## src/common/readout_bank_map.svh

```systemverilog
`ifndef READOUT_BANK_MAP_SVH
`define READOUT_BANK_MAP_SVH

// Register indices; the Wishbone byte address is four times the index.
`define IDX_READOUT_ERR   15'h5112
`define IDX_LIVE_LINES    15'h5114
`define IDX_SNAP_LINES    15'h5115
`define IDX_SEQ_BUSY      15'h5116
`define IDX_EVENT_BUFFER  15'h511b
`define IDX_SW_TRIG       15'h511c
`define IDX_AUX_TRIG      15'h511d
`define IDX_L2_ACCEPT     15'h511e
`define IDX_L2_REJECT     15'h511f
`define IDX_DSTB_A        15'h5120
`define IDX_DSTB_B        15'h5121

// Bus geometry.
`define WB_ADR_W          17
`define WB_DAT_W          32
`define IDX_LSB           2

// Register widths.
`define ERR_W             9
`define LINE_W            8
`define BUSY_W            2
`define BUF_W             10
`define COUNT_W           20

// Readout error bit positions.
`define ERR_SEND_CMD      0
`define ERR_WAIT_TRSF     1
`define ERR_NO_TRSF       2
`define ERR_SHORT_DSTB    3
`define ERR_TRSF_STUCK    4
`define ERR_SCAN_LEN_CMD  5
`define ERR_RECEIVE_LINE  6
`define ERR_CHAN_ADDR     7
`define ERR_BLOCK_LEN     8

// Sequencer status bit positions.
`define BUSY_RUN          0
`define BUSY_FAILED       1

// Event buffer status field widths.
`define BUF_COUNT_W       4
`define BUF_READY_W       4
`define BUF_BLOCK_W       2

// Edge counter channels.
`define NUM_COUNTERS      6
`define CNT_SW            0
`define CNT_AUX           1
`define CNT_L2A           2
`define CNT_L2R           3
`define CNT_DSTB_A        4
`define CNT_DSTB_B        5

`endif

```

## src/common/readout_bank_pkg.sv

```systemverilog
`default_nettype none
`include "readout_bank_map.svh"

package readout_bank_pkg;

  // Bus line layout shared by the live and snapshot registers, bit 0 last.
  typedef struct packed {
    logic l2;
    logic l1;
    logic trsf_b;
    logic ack_b;
    logic cstb_b;
    logic trsf_a;
    logic ack_a;
    logic cstb_a;
  } bus_lines_s;

  typedef logic [`ERR_W-1:0]    err_t;
  typedef logic [`WB_DAT_W-1:0] word_t;

endpackage

`default_nettype wire

```

## src/common/counter_bank_if.sv

```systemverilog
`timescale 1ns/1ns
`default_nettype none

// Levels to watch go one way, running counts come back.
interface counter_bank_if #(
  parameter int N = 6,
  parameter int W = 20
);
  logic [N-1:0] level;
  logic [W-1:0] count [N];

  modport owner   (output level, input  count);
  modport counter (input  level, output count);
endinterface

`default_nettype wire

```

## src/edge_counter_bank.sv

```systemverilog
`timescale 1ns/1ns
`default_nettype none

module edge_counter_bank #(
  parameter int N = 6,
  parameter int W = 20
) (
  input  wire logic       clk_i,
  input  wire logic       rst_i,
  input  wire logic       ce_i,
  counter_bank_if.counter bank
);

  logic [N-1:0] prev;

  if (N < 1 || W < 1 || W > 32) begin : g_bad_size
    $error("edge_counter_bank: N must be at least 1 and W within 1 to 32.");
  end

  // Previous level of every channel, for rising edge detection.
  always_ff @(posedge clk_i) begin
    if (rst_i) begin
      prev <= '0;
    end else if (ce_i) begin
      prev <= bank.level;
    end
  end

  // One counter per channel; it wraps at its width rather than saturating.
  for (genvar i = 0; i < N; i++) begin : g_cnt
    always_ff @(posedge clk_i) begin
      if (rst_i) begin
        bank.count[i] <= '0;
      end else if (ce_i && bank.level[i] && !prev[i]) begin
        bank.count[i] <= bank.count[i] + 1'b1;
      end
    end
  end

endmodule

`default_nettype wire

```

## src/readout_status_error_bank.sv

```systemverilog
`timescale 1ns/1ns
`default_nettype none
`include "readout_bank_map.svh"

module readout_status_error_bank #(
  parameter int COUNT_W = `COUNT_W
) (
  input  wire logic                   clk_i,
  input  wire logic                   rst_i,
  input  wire logic                   ce_i,
  // Wishbone classic slave.
  input  wire logic                   wb_cyc_i,
  input  wire logic                   wb_stb_i,
  input  wire logic                   wb_we_i,
  input  wire logic [`WB_ADR_W-1:0]   wb_adr_i,
  input  wire logic [3:0]             wb_sel_i,
  input  wire logic [`WB_DAT_W-1:0]   wb_dat_i,
  output logic                        wb_ack_o,
  output logic      [`WB_DAT_W-1:0]   wb_dat_o,
  // Front-end bus pins, asynchronous to clk_i.
  input  wire logic                   cstb_a_i,
  input  wire logic                   ack_a_i,
  input  wire logic                   trsf_a_i,
  input  wire logic                   dstb_a_i,
  input  wire logic                   cstb_b_i,
  input  wire logic                   ack_b_i,
  input  wire logic                   trsf_b_i,
  input  wire logic                   dstb_b_i,
  input  wire logic                   level_one_trigger_i,
  input  wire logic                   level_two_trigger_i,
  // Trigger events from logic on clk_i.
  input  wire logic                   sw_trigger_i,
  input  wire logic                   aux_trigger_i,
  input  wire logic                   level_two_accept_i,
  input  wire logic                   level_two_reject_i,
  // Readout sequencer events on clk_i, each a one-cycle pulse.
  input  wire logic                   readout_start_i,
  input  wire logic                   send_cmd_fail_i,
  input  wire logic                   wait_trsf_error_i,
  input  wire logic                   trsf_missing_i,
  input  wire logic                   short_dstb_i,
  input  wire logic                   trsf_stuck_i,
  input  wire logic                   scan_len_cmd_fail_i,
  input  wire logic                   receive_line_fail_i,
  input  wire logic                   chan_addr_mismatch_i,
  input  wire logic                   block_len_mismatch_i,
  // Instruction sequencer state on clk_i.
  input  wire logic                   seq_busy_i,
  input  wire logic                   seq_done_i,
  input  wire logic                   seq_failed_i,
  // Multi-event buffer state on clk_i.
  input  wire logic [`BUF_COUNT_W-1:0] event_buffer_count_i,
  input  wire logic [`BUF_READY_W-1:0] data_ready_i,
  input  wire logic [`BUF_BLOCK_W-1:0] memory_block_select_i
);

  if (COUNT_W < 1 || COUNT_W > `WB_DAT_W) begin : g_bad_width
    $error("readout_status_error_bank: COUNT_W must lie within 1 to 32.");
  end

  // The map and the package must agree, or the read path slices the wrong bits.
  if ($bits(readout_bank_pkg::bus_lines_s) != `LINE_W) begin : g_bad_lines
    $error("readout_status_error_bank: line layout width mismatch.");
  end

  if ($bits(readout_bank_pkg::err_t) != `ERR_W) begin : g_bad_err
    $error("readout_status_error_bank: error type width mismatch.");
  end

  if (`BUF_COUNT_W + `BUF_READY_W + `BUF_BLOCK_W != `BUF_W) begin : g_bad_buf
    $error("readout_status_error_bank: buffer fields do not fill the register.");
  end

  // Counter channels follow the register order, one index apart.
  if (`IDX_DSTB_B - `IDX_SW_TRIG != `NUM_COUNTERS - 1) begin : g_bad_chan
    $error("readout_status_error_bank: counter indices out of step.");
  end

  ////////////////////////////////////////////////////////////////////////////
  // Pin synchronisers
  ////////////////////////////////////////////////////////////////////////////

  localparam int PIN_W = 10;

  logic [PIN_W-1:0] pin_meta;
  logic [PIN_W-1:0] pin_sync;
  logic [PIN_W-1:0] pin_raw;

  // The pins are ordered as the bus line layout, strobes on top.
  assign pin_raw = {dstb_b_i, dstb_a_i, level_two_trigger_i, level_one_trigger_i,
                    trsf_b_i, ack_b_i, cstb_b_i, trsf_a_i, ack_a_i, cstb_a_i};

  // Two stages before any logic looks at a pin; the first stage feeds only the second.
  always_ff @(posedge clk_i) begin
    if (rst_i) begin
      pin_meta <= '0;
      pin_sync <= '0;
    end else if (ce_i) begin
      pin_meta <= pin_raw;
      pin_sync <= pin_meta;
    end
  end

  readout_bank_pkg::bus_lines_s lines_now;
  logic                         dstb_a_sync;
  logic                         dstb_b_sync;

  assign lines_now   = readout_bank_pkg::bus_lines_s'(pin_sync[`LINE_W-1:0]);
  assign dstb_a_sync = pin_sync[`LINE_W];
  assign dstb_b_sync = pin_sync[`LINE_W+1];

  ////////////////////////////////////////////////////////////////////////////
  // Bus line status
  ////////////////////////////////////////////////////////////////////////////

  readout_bank_pkg::bus_lines_s live_bus_line_status;
  readout_bank_pkg::bus_lines_s transfer_bus_snapshot;

  // The live copy follows the synchronised lines on every enabled clock.
  // With the two synchroniser stages it shows the pins as of three clocks ago.
  always_ff @(posedge clk_i) begin
    if (rst_i) begin
      live_bus_line_status <= '0;
    end else if (ce_i) begin
      live_bus_line_status <= lines_now;
    end
  end

  // The snapshot holds the last lines seen during a transfer, so software can
  // inspect a stalled transfer after the bus has gone idle.
  always_ff @(posedge clk_i) begin
    if (rst_i) begin
      transfer_bus_snapshot <= '0;
    end else if (ce_i && (lines_now.trsf_a || lines_now.trsf_b)) begin
      transfer_bus_snapshot <= lines_now;
    end
  end

  ////////////////////////////////////////////////////////////////////////////
  // Readout errors
  ////////////////////////////////////////////////////////////////////////////

  readout_bank_pkg::err_t err_event;
  readout_bank_pkg::err_t readout_error_flags;

  // Gather the sequencer's error pulses into their bit positions.
  always_comb begin
    err_event                    = '0;
    err_event[`ERR_SEND_CMD]     = send_cmd_fail_i;
    err_event[`ERR_WAIT_TRSF]    = wait_trsf_error_i;
    err_event[`ERR_NO_TRSF]      = trsf_missing_i;
    err_event[`ERR_SHORT_DSTB]   = short_dstb_i;
    err_event[`ERR_TRSF_STUCK]   = trsf_stuck_i;
    err_event[`ERR_SCAN_LEN_CMD] = scan_len_cmd_fail_i;
    err_event[`ERR_RECEIVE_LINE] = receive_line_fail_i;
    err_event[`ERR_CHAN_ADDR]    = chan_addr_mismatch_i;
    err_event[`ERR_BLOCK_LEN]    = block_len_mismatch_i;
  end

  // Flags are sticky; a readout start clears them, but an error in that very
  // cycle still lands, so nothing raised at the start is lost.
  always_ff @(posedge clk_i) begin
    if (rst_i) begin
      readout_error_flags <= '0;
    end else if (ce_i) begin
      if (readout_start_i) begin
        readout_error_flags <= err_event;
      end else begin
        readout_error_flags <= readout_error_flags | err_event;
      end
    end
  end

  ////////////////////////////////////////////////////////////////////////////
  // Sequencer and buffer status
  ////////////////////////////////////////////////////////////////////////////

  logic [`BUSY_W-1:0] sequencer_busy_status;
  logic [`BUF_W-1:0]  event_buffer_status;

  logic seq_running;
  logic seq_failed_last;

  // Busy follows the sequencer with one register of delay.
  always_ff @(posedge clk_i) begin
    if (rst_i) begin
      seq_running <= 1'b0;
    end else if (ce_i) begin
      seq_running <= seq_busy_i;
    end
  end

  // The failure flag is the outcome of the last completed sequence and is
  // kept until the next one completes, so it outlives the idle time between.
  always_ff @(posedge clk_i) begin
    if (rst_i) begin
      seq_failed_last <= 1'b0;
    end else if (ce_i && seq_done_i) begin
      seq_failed_last <= seq_failed_i;
    end
  end

  // Place both flags at their bit positions.
  always_comb begin
    sequencer_busy_status               = '0;
    sequencer_busy_status[`BUSY_RUN]    = seq_running;
    sequencer_busy_status[`BUSY_FAILED] = seq_failed_last;
  end

  // Buffer state is registered so the read path sees one consistent sample.
  always_ff @(posedge clk_i) begin
    if (rst_i) begin
      event_buffer_status <= '0;
    end else if (ce_i) begin
      event_buffer_status <= {memory_block_select_i, data_ready_i, event_buffer_count_i};
    end
  end

  ////////////////////////////////////////////////////////////////////////////
  // Event counters
  ////////////////////////////////////////////////////////////////////////////

  counter_bank_if #(.N(`NUM_COUNTERS), .W(COUNT_W)) cnt_bus ();

  // Triggers come from clk_i logic; strobes only after synchronisation.
  always_comb begin
    cnt_bus.level              = '0;
    cnt_bus.level[`CNT_SW]     = sw_trigger_i;
    cnt_bus.level[`CNT_AUX]    = aux_trigger_i;
    cnt_bus.level[`CNT_L2A]    = level_two_accept_i;
    cnt_bus.level[`CNT_L2R]    = level_two_reject_i;
    cnt_bus.level[`CNT_DSTB_A] = dstb_a_sync;
    cnt_bus.level[`CNT_DSTB_B] = dstb_b_sync;
  end

  edge_counter_bank #(
    .N (`NUM_COUNTERS),
    .W (COUNT_W)
  ) u_counters (
    .clk_i (clk_i),
    .rst_i (rst_i),
    .ce_i  (ce_i),
    .bank  (cnt_bus.counter)
  );

  logic [COUNT_W-1:0] software_trigger_count;
  logic [COUNT_W-1:0] auxiliary_trigger_count;
  logic [COUNT_W-1:0] level_two_accept_count;
  logic [COUNT_W-1:0] level_two_reject_count;
  logic [COUNT_W-1:0] branch_a_strobe_count;
  logic [COUNT_W-1:0] branch_b_strobe_count;

  // Each running count under its register name.
  assign software_trigger_count  = cnt_bus.count[`CNT_SW];
  assign auxiliary_trigger_count = cnt_bus.count[`CNT_AUX];
  assign level_two_accept_count  = cnt_bus.count[`CNT_L2A];
  assign level_two_reject_count  = cnt_bus.count[`CNT_L2R];
  assign branch_a_strobe_count   = cnt_bus.count[`CNT_DSTB_A];
  assign branch_b_strobe_count   = cnt_bus.count[`CNT_DSTB_B];

  ////////////////////////////////////////////////////////////////////////////
  // Wishbone read path
  ////////////////////////////////////////////////////////////////////////////

  // Widen a counter to a bus word with zero upper bits.
  function automatic readout_bank_pkg::word_t widen_count(input logic [COUNT_W-1:0] value);
    readout_bank_pkg::word_t word;
    word = '0;
    word[COUNT_W-1:0] = value;
    return word;
  endfunction

  logic [`WB_ADR_W-`IDX_LSB-1:0] reg_index;
  readout_bank_pkg::word_t        next_dat;

  assign reg_index = wb_adr_i[`WB_ADR_W-1:`IDX_LSB];

  // Unmapped indices read zero and are still acknowledged.
  always_comb begin
    next_dat = '0;
    if (reg_index == `IDX_READOUT_ERR) begin
      next_dat[`ERR_W-1:0] = readout_error_flags;
    end else if (reg_index == `IDX_LIVE_LINES) begin
      next_dat[`LINE_W-1:0] = live_bus_line_status;
    end else if (reg_index == `IDX_SNAP_LINES) begin
      next_dat[`LINE_W-1:0] = transfer_bus_snapshot;
    end else if (reg_index == `IDX_SEQ_BUSY) begin
      next_dat[`BUSY_W-1:0] = sequencer_busy_status;
    end else if (reg_index == `IDX_EVENT_BUFFER) begin
      next_dat[`BUF_W-1:0] = event_buffer_status;
    end else if (reg_index == `IDX_SW_TRIG) begin
      next_dat = widen_count(software_trigger_count);
    end else if (reg_index == `IDX_AUX_TRIG) begin
      next_dat = widen_count(auxiliary_trigger_count);
    end else if (reg_index == `IDX_L2_ACCEPT) begin
      next_dat = widen_count(level_two_accept_count);
    end else if (reg_index == `IDX_L2_REJECT) begin
      next_dat = widen_count(level_two_reject_count);
    end else if (reg_index == `IDX_DSTB_A) begin
      next_dat = widen_count(branch_a_strobe_count);
    end else if (reg_index == `IDX_DSTB_B) begin
      next_dat = widen_count(branch_b_strobe_count);
    end
  end

  logic take_req;

  // A held request is taken once; the cycle in which ack stands is not a new one.
  assign take_req = wb_cyc_i && wb_stb_i && !wb_ack_o;

  // One wait state: ack rises the cycle after the request and drops the next.
  always_ff @(posedge clk_i) begin
    if (rst_i) begin
      wb_ack_o <= 1'b0;
    end else if (ce_i) begin
      wb_ack_o <= take_req;
    end
  end

  // Read data stands from the ack until the next read is taken. Every register
  // is read-only, so writes are acknowledged and discarded.
  always_ff @(posedge clk_i) begin
    if (rst_i) begin
      wb_dat_o <= '0;
    end else if (ce_i && take_req && !wb_we_i) begin
      wb_dat_o <= next_dat;
    end
  end

endmodule

`default_nettype wire

```

## config.mk

```make
export PLATFORM = sky130hd
export DESIGN_NAME = readout_status_error_bank
export DESIGN_NICKNAME = d
export VERILOG_FILES = /design/src/common/readout_bank_pkg.sv /design/src/common/counter_bank_if.sv /design/src/edge_counter_bank.sv /design/src/readout_status_error_bank.sv
export VERILOG_INCLUDE_DIRS = /design/src /design/src/common
export SDC_FILE = /design/constraint.sdc
export NUM_CORES = 1
export LEC_CHECK = 0
export BUFFER_PORTS_ARGS = -buffer_cell sky130_fd_sc_hd__buf_2
export CORE_MARGIN = 1.5
export CORE_UTILIZATION = 53
export DETAILED_ROUTE_END_ITERATION = 7
export GPL_TIMING_DRIVEN = 0
export PLACE_DENSITY_LB_ADDON = 0.15
export SYNTH_ARGS = -nofsm -noshare
export SYNTH_HDL_FRONTEND = slang
export SYNTH_HIERARCHICAL = 1
export SYNTH_SLANG_ARGS = --single-unit
```

## constraint.sdc

```tcl
create_clock -name clk_i -period 3.7 [get_ports clk_i]
set_input_delay 0.185 -clock clk_i [delete_from_list [all_inputs] [get_ports clk_i]]
set_output_delay 0.185 -clock clk_i [all_outputs]
set_load 0.01 [all_outputs]
```

==> impl_metrics.json <==
{
  "clkPwrFrac": 0.502,
  "critPathArrivalTime_ps": 3490,
  "fin_nets": 1422,
  "async_flop_share": 0,
  "place_congestion": 0.944,
  "worstMarginPinSlew_ps": 1330,
  "vias_per_cell": 6.06,
  "powerDensity_mw_per_mm2": 431,
  "max_stage_delay_ps": 1090,
  "synth_ff_type": "dfxtp_1",
  "numCtsBuffers": 22,
  "setup_slack_ps": 547,
  "cp_common_cell": "clkbuf_1",
  "drc": 0,
  "rsz0062_at_grt": "no",
  "synth_enable_flop_cells": 0,
  "crit_buf_inv": 3,
  "p_sw_mw": 1.15,
  "ys_ff_latch": 204,
  "maxCapViolCount": 0,
  "area_growth_pct": 19.3,
  "port_buffers": 76,
  "wl_met3_mm": 2.22,
  "clock.fmax_mhz": 317,
  "pwr-share-seq": 0.436,
  "fp.coreArea_mm2": 0.0187,
  "gr-total-overflow": 0,
  "hold_viol": 0,
  "place_inst": 1493,
  "grt_pass1_vias": 8889,
  "regArea_mm2": 0.00408,
  "firstDrtPassIters": 8,
  "seq_area_frac_synth": 0.404,
  "grt_pass1_wl_mm": 46.4,
  "die_y_um": 141,
  "n_fill_cell": 1607,
  "ir_drop_mv": 0.608,
  "crit_type": "input port to register",
  "wire_per_inst_um": 18.8,
  "cts_root_buf": "clkbuf_16",
  "setup-violations-final": 0,
  "end_kind": "register",
  "cp_slowest_cell": "a2111oi_0",
  "pin_count": 129,
  "dr.max_layer_used": "met4",
  "p_int_mw": 4.05,
  "cp-start-kind": "input port",
  "ant_nets": 0,
  "wl_met2_mm": 13.2,
  "cts.htree.levels": 1,
  "grt_max_degree": 16,
  "leakage_nw": 4.39,
  "path_delay_family": "buffers and inverters",
  "vias": 9522,
  "pre_cts_ws_ps": 324,
  "die_w_um": 141,
  "yosys_warnings": 6,
  "finalSetupTns_ps": 0,
  "clkSinkCount": 204,
  "post-route-period-util": 0.852,
  "tritoncts": "done",
  "post_cts_buffers": 0,
  "wl_met1_mm": 13.3,
  "track_usage": 0.294,
  "drt_iter0_drc": 839,
  "drive_above_1_share": 0.124,
  "maxSlewHeadroom": 0.0915,
  "clock_latency_ps": 510,
  "reg2reg_setup_slack_ps": 1400,
  "status": "completed",
  "floorplan.initialDensity": 0.541,
  "antenna_cells": 0,
  "layout.cells.non_filler": 1570,
  "sw_frac_of_total": 0.221,
  "layout_min_cycle_time_ps": 3150,
  "cts.clk_slew.worst_paths_ps": 60,
  "synthCells": 1172,
  "fin_skew_ps": 8.38,
  "antenna_found_initial": 0,
  "finalMaxSlewViolations": 0,
  "die-area_mm2": 0.0199,
  "hp-class": "input port to register",
  "syn_avg_cell_area_um2": 8.63,
  "crit_fanout": 10,
  "crit_required_ps": 4030,
  "hpwl_mm": 21.5,
  "num_rows": 50,
  "clock_path_buffers": 3,
  "path_cells": "clkbuf_1 -> clkbuf_1 -> buf_1 -> mux2i_1 -> nor2_1 -> a2111oi_0 -> o31ai_1",
  "p_comb_frac": 0.062,
  "multi_input_area_mm2": 0.00564,
  "synthesis.area_mm2": 0.0101,
  "finalWirelength_mm": 29.6,
  "synth.distinct_cells": 68
}
## logic make-up after synthesis
logic type | share of synthesized area
simple gates | 0.244
compound gates | 0.166
flops | 0.404
buf+inv | 0.0428
mux | 0.0887
xor+xnor | 0.0468
fa+ha+maj | 0.00742
other cells | 0.000371
## stage by stage
stage | util | total power [mW] | hold slack, ps | instance area, µm²
2_1_floorplan | - | 2.49 | 332 | 10200
3_3_place_gp | 0.579 | 2.60 | 421 | 10800
3_5_place_dp | 0.579 | 2.60 | 425 | 10800
4_1_cts | 0.645 | 5.22 | 110 | 12100
5_1_grt | 0.645 | 5.34 | 162 | 12100
6_report | 0.645 | 5.20 | 122 | 12100
## Yosys cell counts (6+ instances only)
library cell | instances | area share
nor3_1 | 21 | 0.010
nor2_1 | 160 | 0.059
clkbuf_1 | 49 | 0.018
inv_1 | 23 | 0.0085
buf_1 | 10 | 0.0037
nor2b_1 | 9 | 0.0056
and3_1 | 9 | 0.0056
a221oi_1 | 7 | 0.0061
a221oi_2 | 6 | 0.0089
xnor2_1 | 28 | 0.024
and3b_1 | 8 | 0.0069
a211o_1 | 6 | 0.0052
a22oi_1 | 14 | 0.010
ha_1 | 6 | 0.0074
buf_4 | 14 | 0.010
or3_1 | 44 | 0.027
and4_1 | 14 | 0.012
a21oi_1 | 77 | 0.038
or4_1 | 18 | 0.013
nand4_1 | 32 | 0.020
a21boi_0 | 6 | 0.0045
o211ai_1 | 14 | 0.010
mux2_2 | 11 | 0.012
nand2_1 | 67 | 0.025
o21ai_0 | 39 | 0.019
o221a_1 | 6 | 0.0067
nor4_1 | 12 | 0.0074
xor2_1 | 26 | 0.023
mux2i_1 | 75 | 0.074
o31ai_1 | 20 | 0.015
o21ai_1 | 14 | 0.0069
dfxtp_1 | 204 | 0.40
nand3_1 | 41 | 0.020
## registers in the layout (all words and copies together) (netlist names)
register and cells:
pin_sync 10, wb_dat_o 20, seq_failed_last 1, u_counters/bank.count 120, live_bus_line_status 8, pin_meta 10
transfer_bus_snapshot 8, seq_running 1, event_buffer_status 10, wb_ack_o 1, u_counters/prev 6, readout_error_flags 9
## area by class of cell
class | count | share of cell area
clock inverter | 14 | 0.0210
timing repair buffer | 113 | 0.0622
clock buffer | 26 | 0.0511
sequential | 204 | 0.338
multi-input combinational | 880 | 0.467
tap | 234 | 0.0243
inverter | 24 | 0.00746
buffer | 75 | 0.0284
## routing by layer
metal,vias to the layer above,global-route usage
met3,70,0.0574
met2,364,0.472
met1,4513,0.398
met5,-,0
met4,0,0.0959
li1,4575,-
## power by group through the flow
stage	clock network, mW	registers, mW	logic [mW]
after global placement	0	2.32	0.281
after global routing	2.72	2.27	0.351
after floorplan	0	2.31	0.186
final	2.61	2.27	0.323
after detailed placement	0	2.32	0.285
after CTS	2.64	2.27	0.317
## what timing repair did
action                                 in CTS  in global routing
hold buffers                               37                  0
endpoints found under the hold margin      35                  0
resized for setup                           0                  0
## cell usage in the layout, fill, tap and decap left out, types with 10 or more instances in the layout
master,netlist,layout
nand3_1,41,41
buf_2,1,77
buf_4,14,14
xor2_1,26,26
clkbuf_1,49,49
conb_1,1,12
and4_1,14,14
o21ai_1,14,14
nor3_1,21,21
a21oi_1,77,77
xnor2_1,28,28
mux2i_1,75,75
nor4_1,12,12
dlygate4sd3_1,0,37
nand2_1,67,67
clkbuf_16,0,23
nand4_1,32,32
or4_1,18,18
mux2_2,11,11
nor2_1,160,160
a22oi_1,14,14
o21ai_0,39,39
or3_1,44,44
inv_1,23,23
dfxtp_1,204,204
buf_1,10,10
o31ai_1,20,20
o211ai_1,14,14
## path summary, 6_finish.rpt
check                            start                        end  cells past startpoint
max reg2reg  u_counters/bank.count[20]  u_counters/bank.count[34]                      5
min                           wb_stb_i                   wb_ack_o                      4
max                        wb_adr_i[2]                wb_dat_o[4]                      7
min reg2reg   transfer_bus_snapshot[5]   transfer_bus_snapshot[5]                      2
## tightest hold or removal path: cells and delay by family
| kind | cells | cell delay (ps) |
|---|---|---|
| and+or+nand+nor | 2 | 260 |
| muxes | 1 | 80 |
| buffers and inverters | 1 | 70 |
Power figures use the tool's default switching activity.
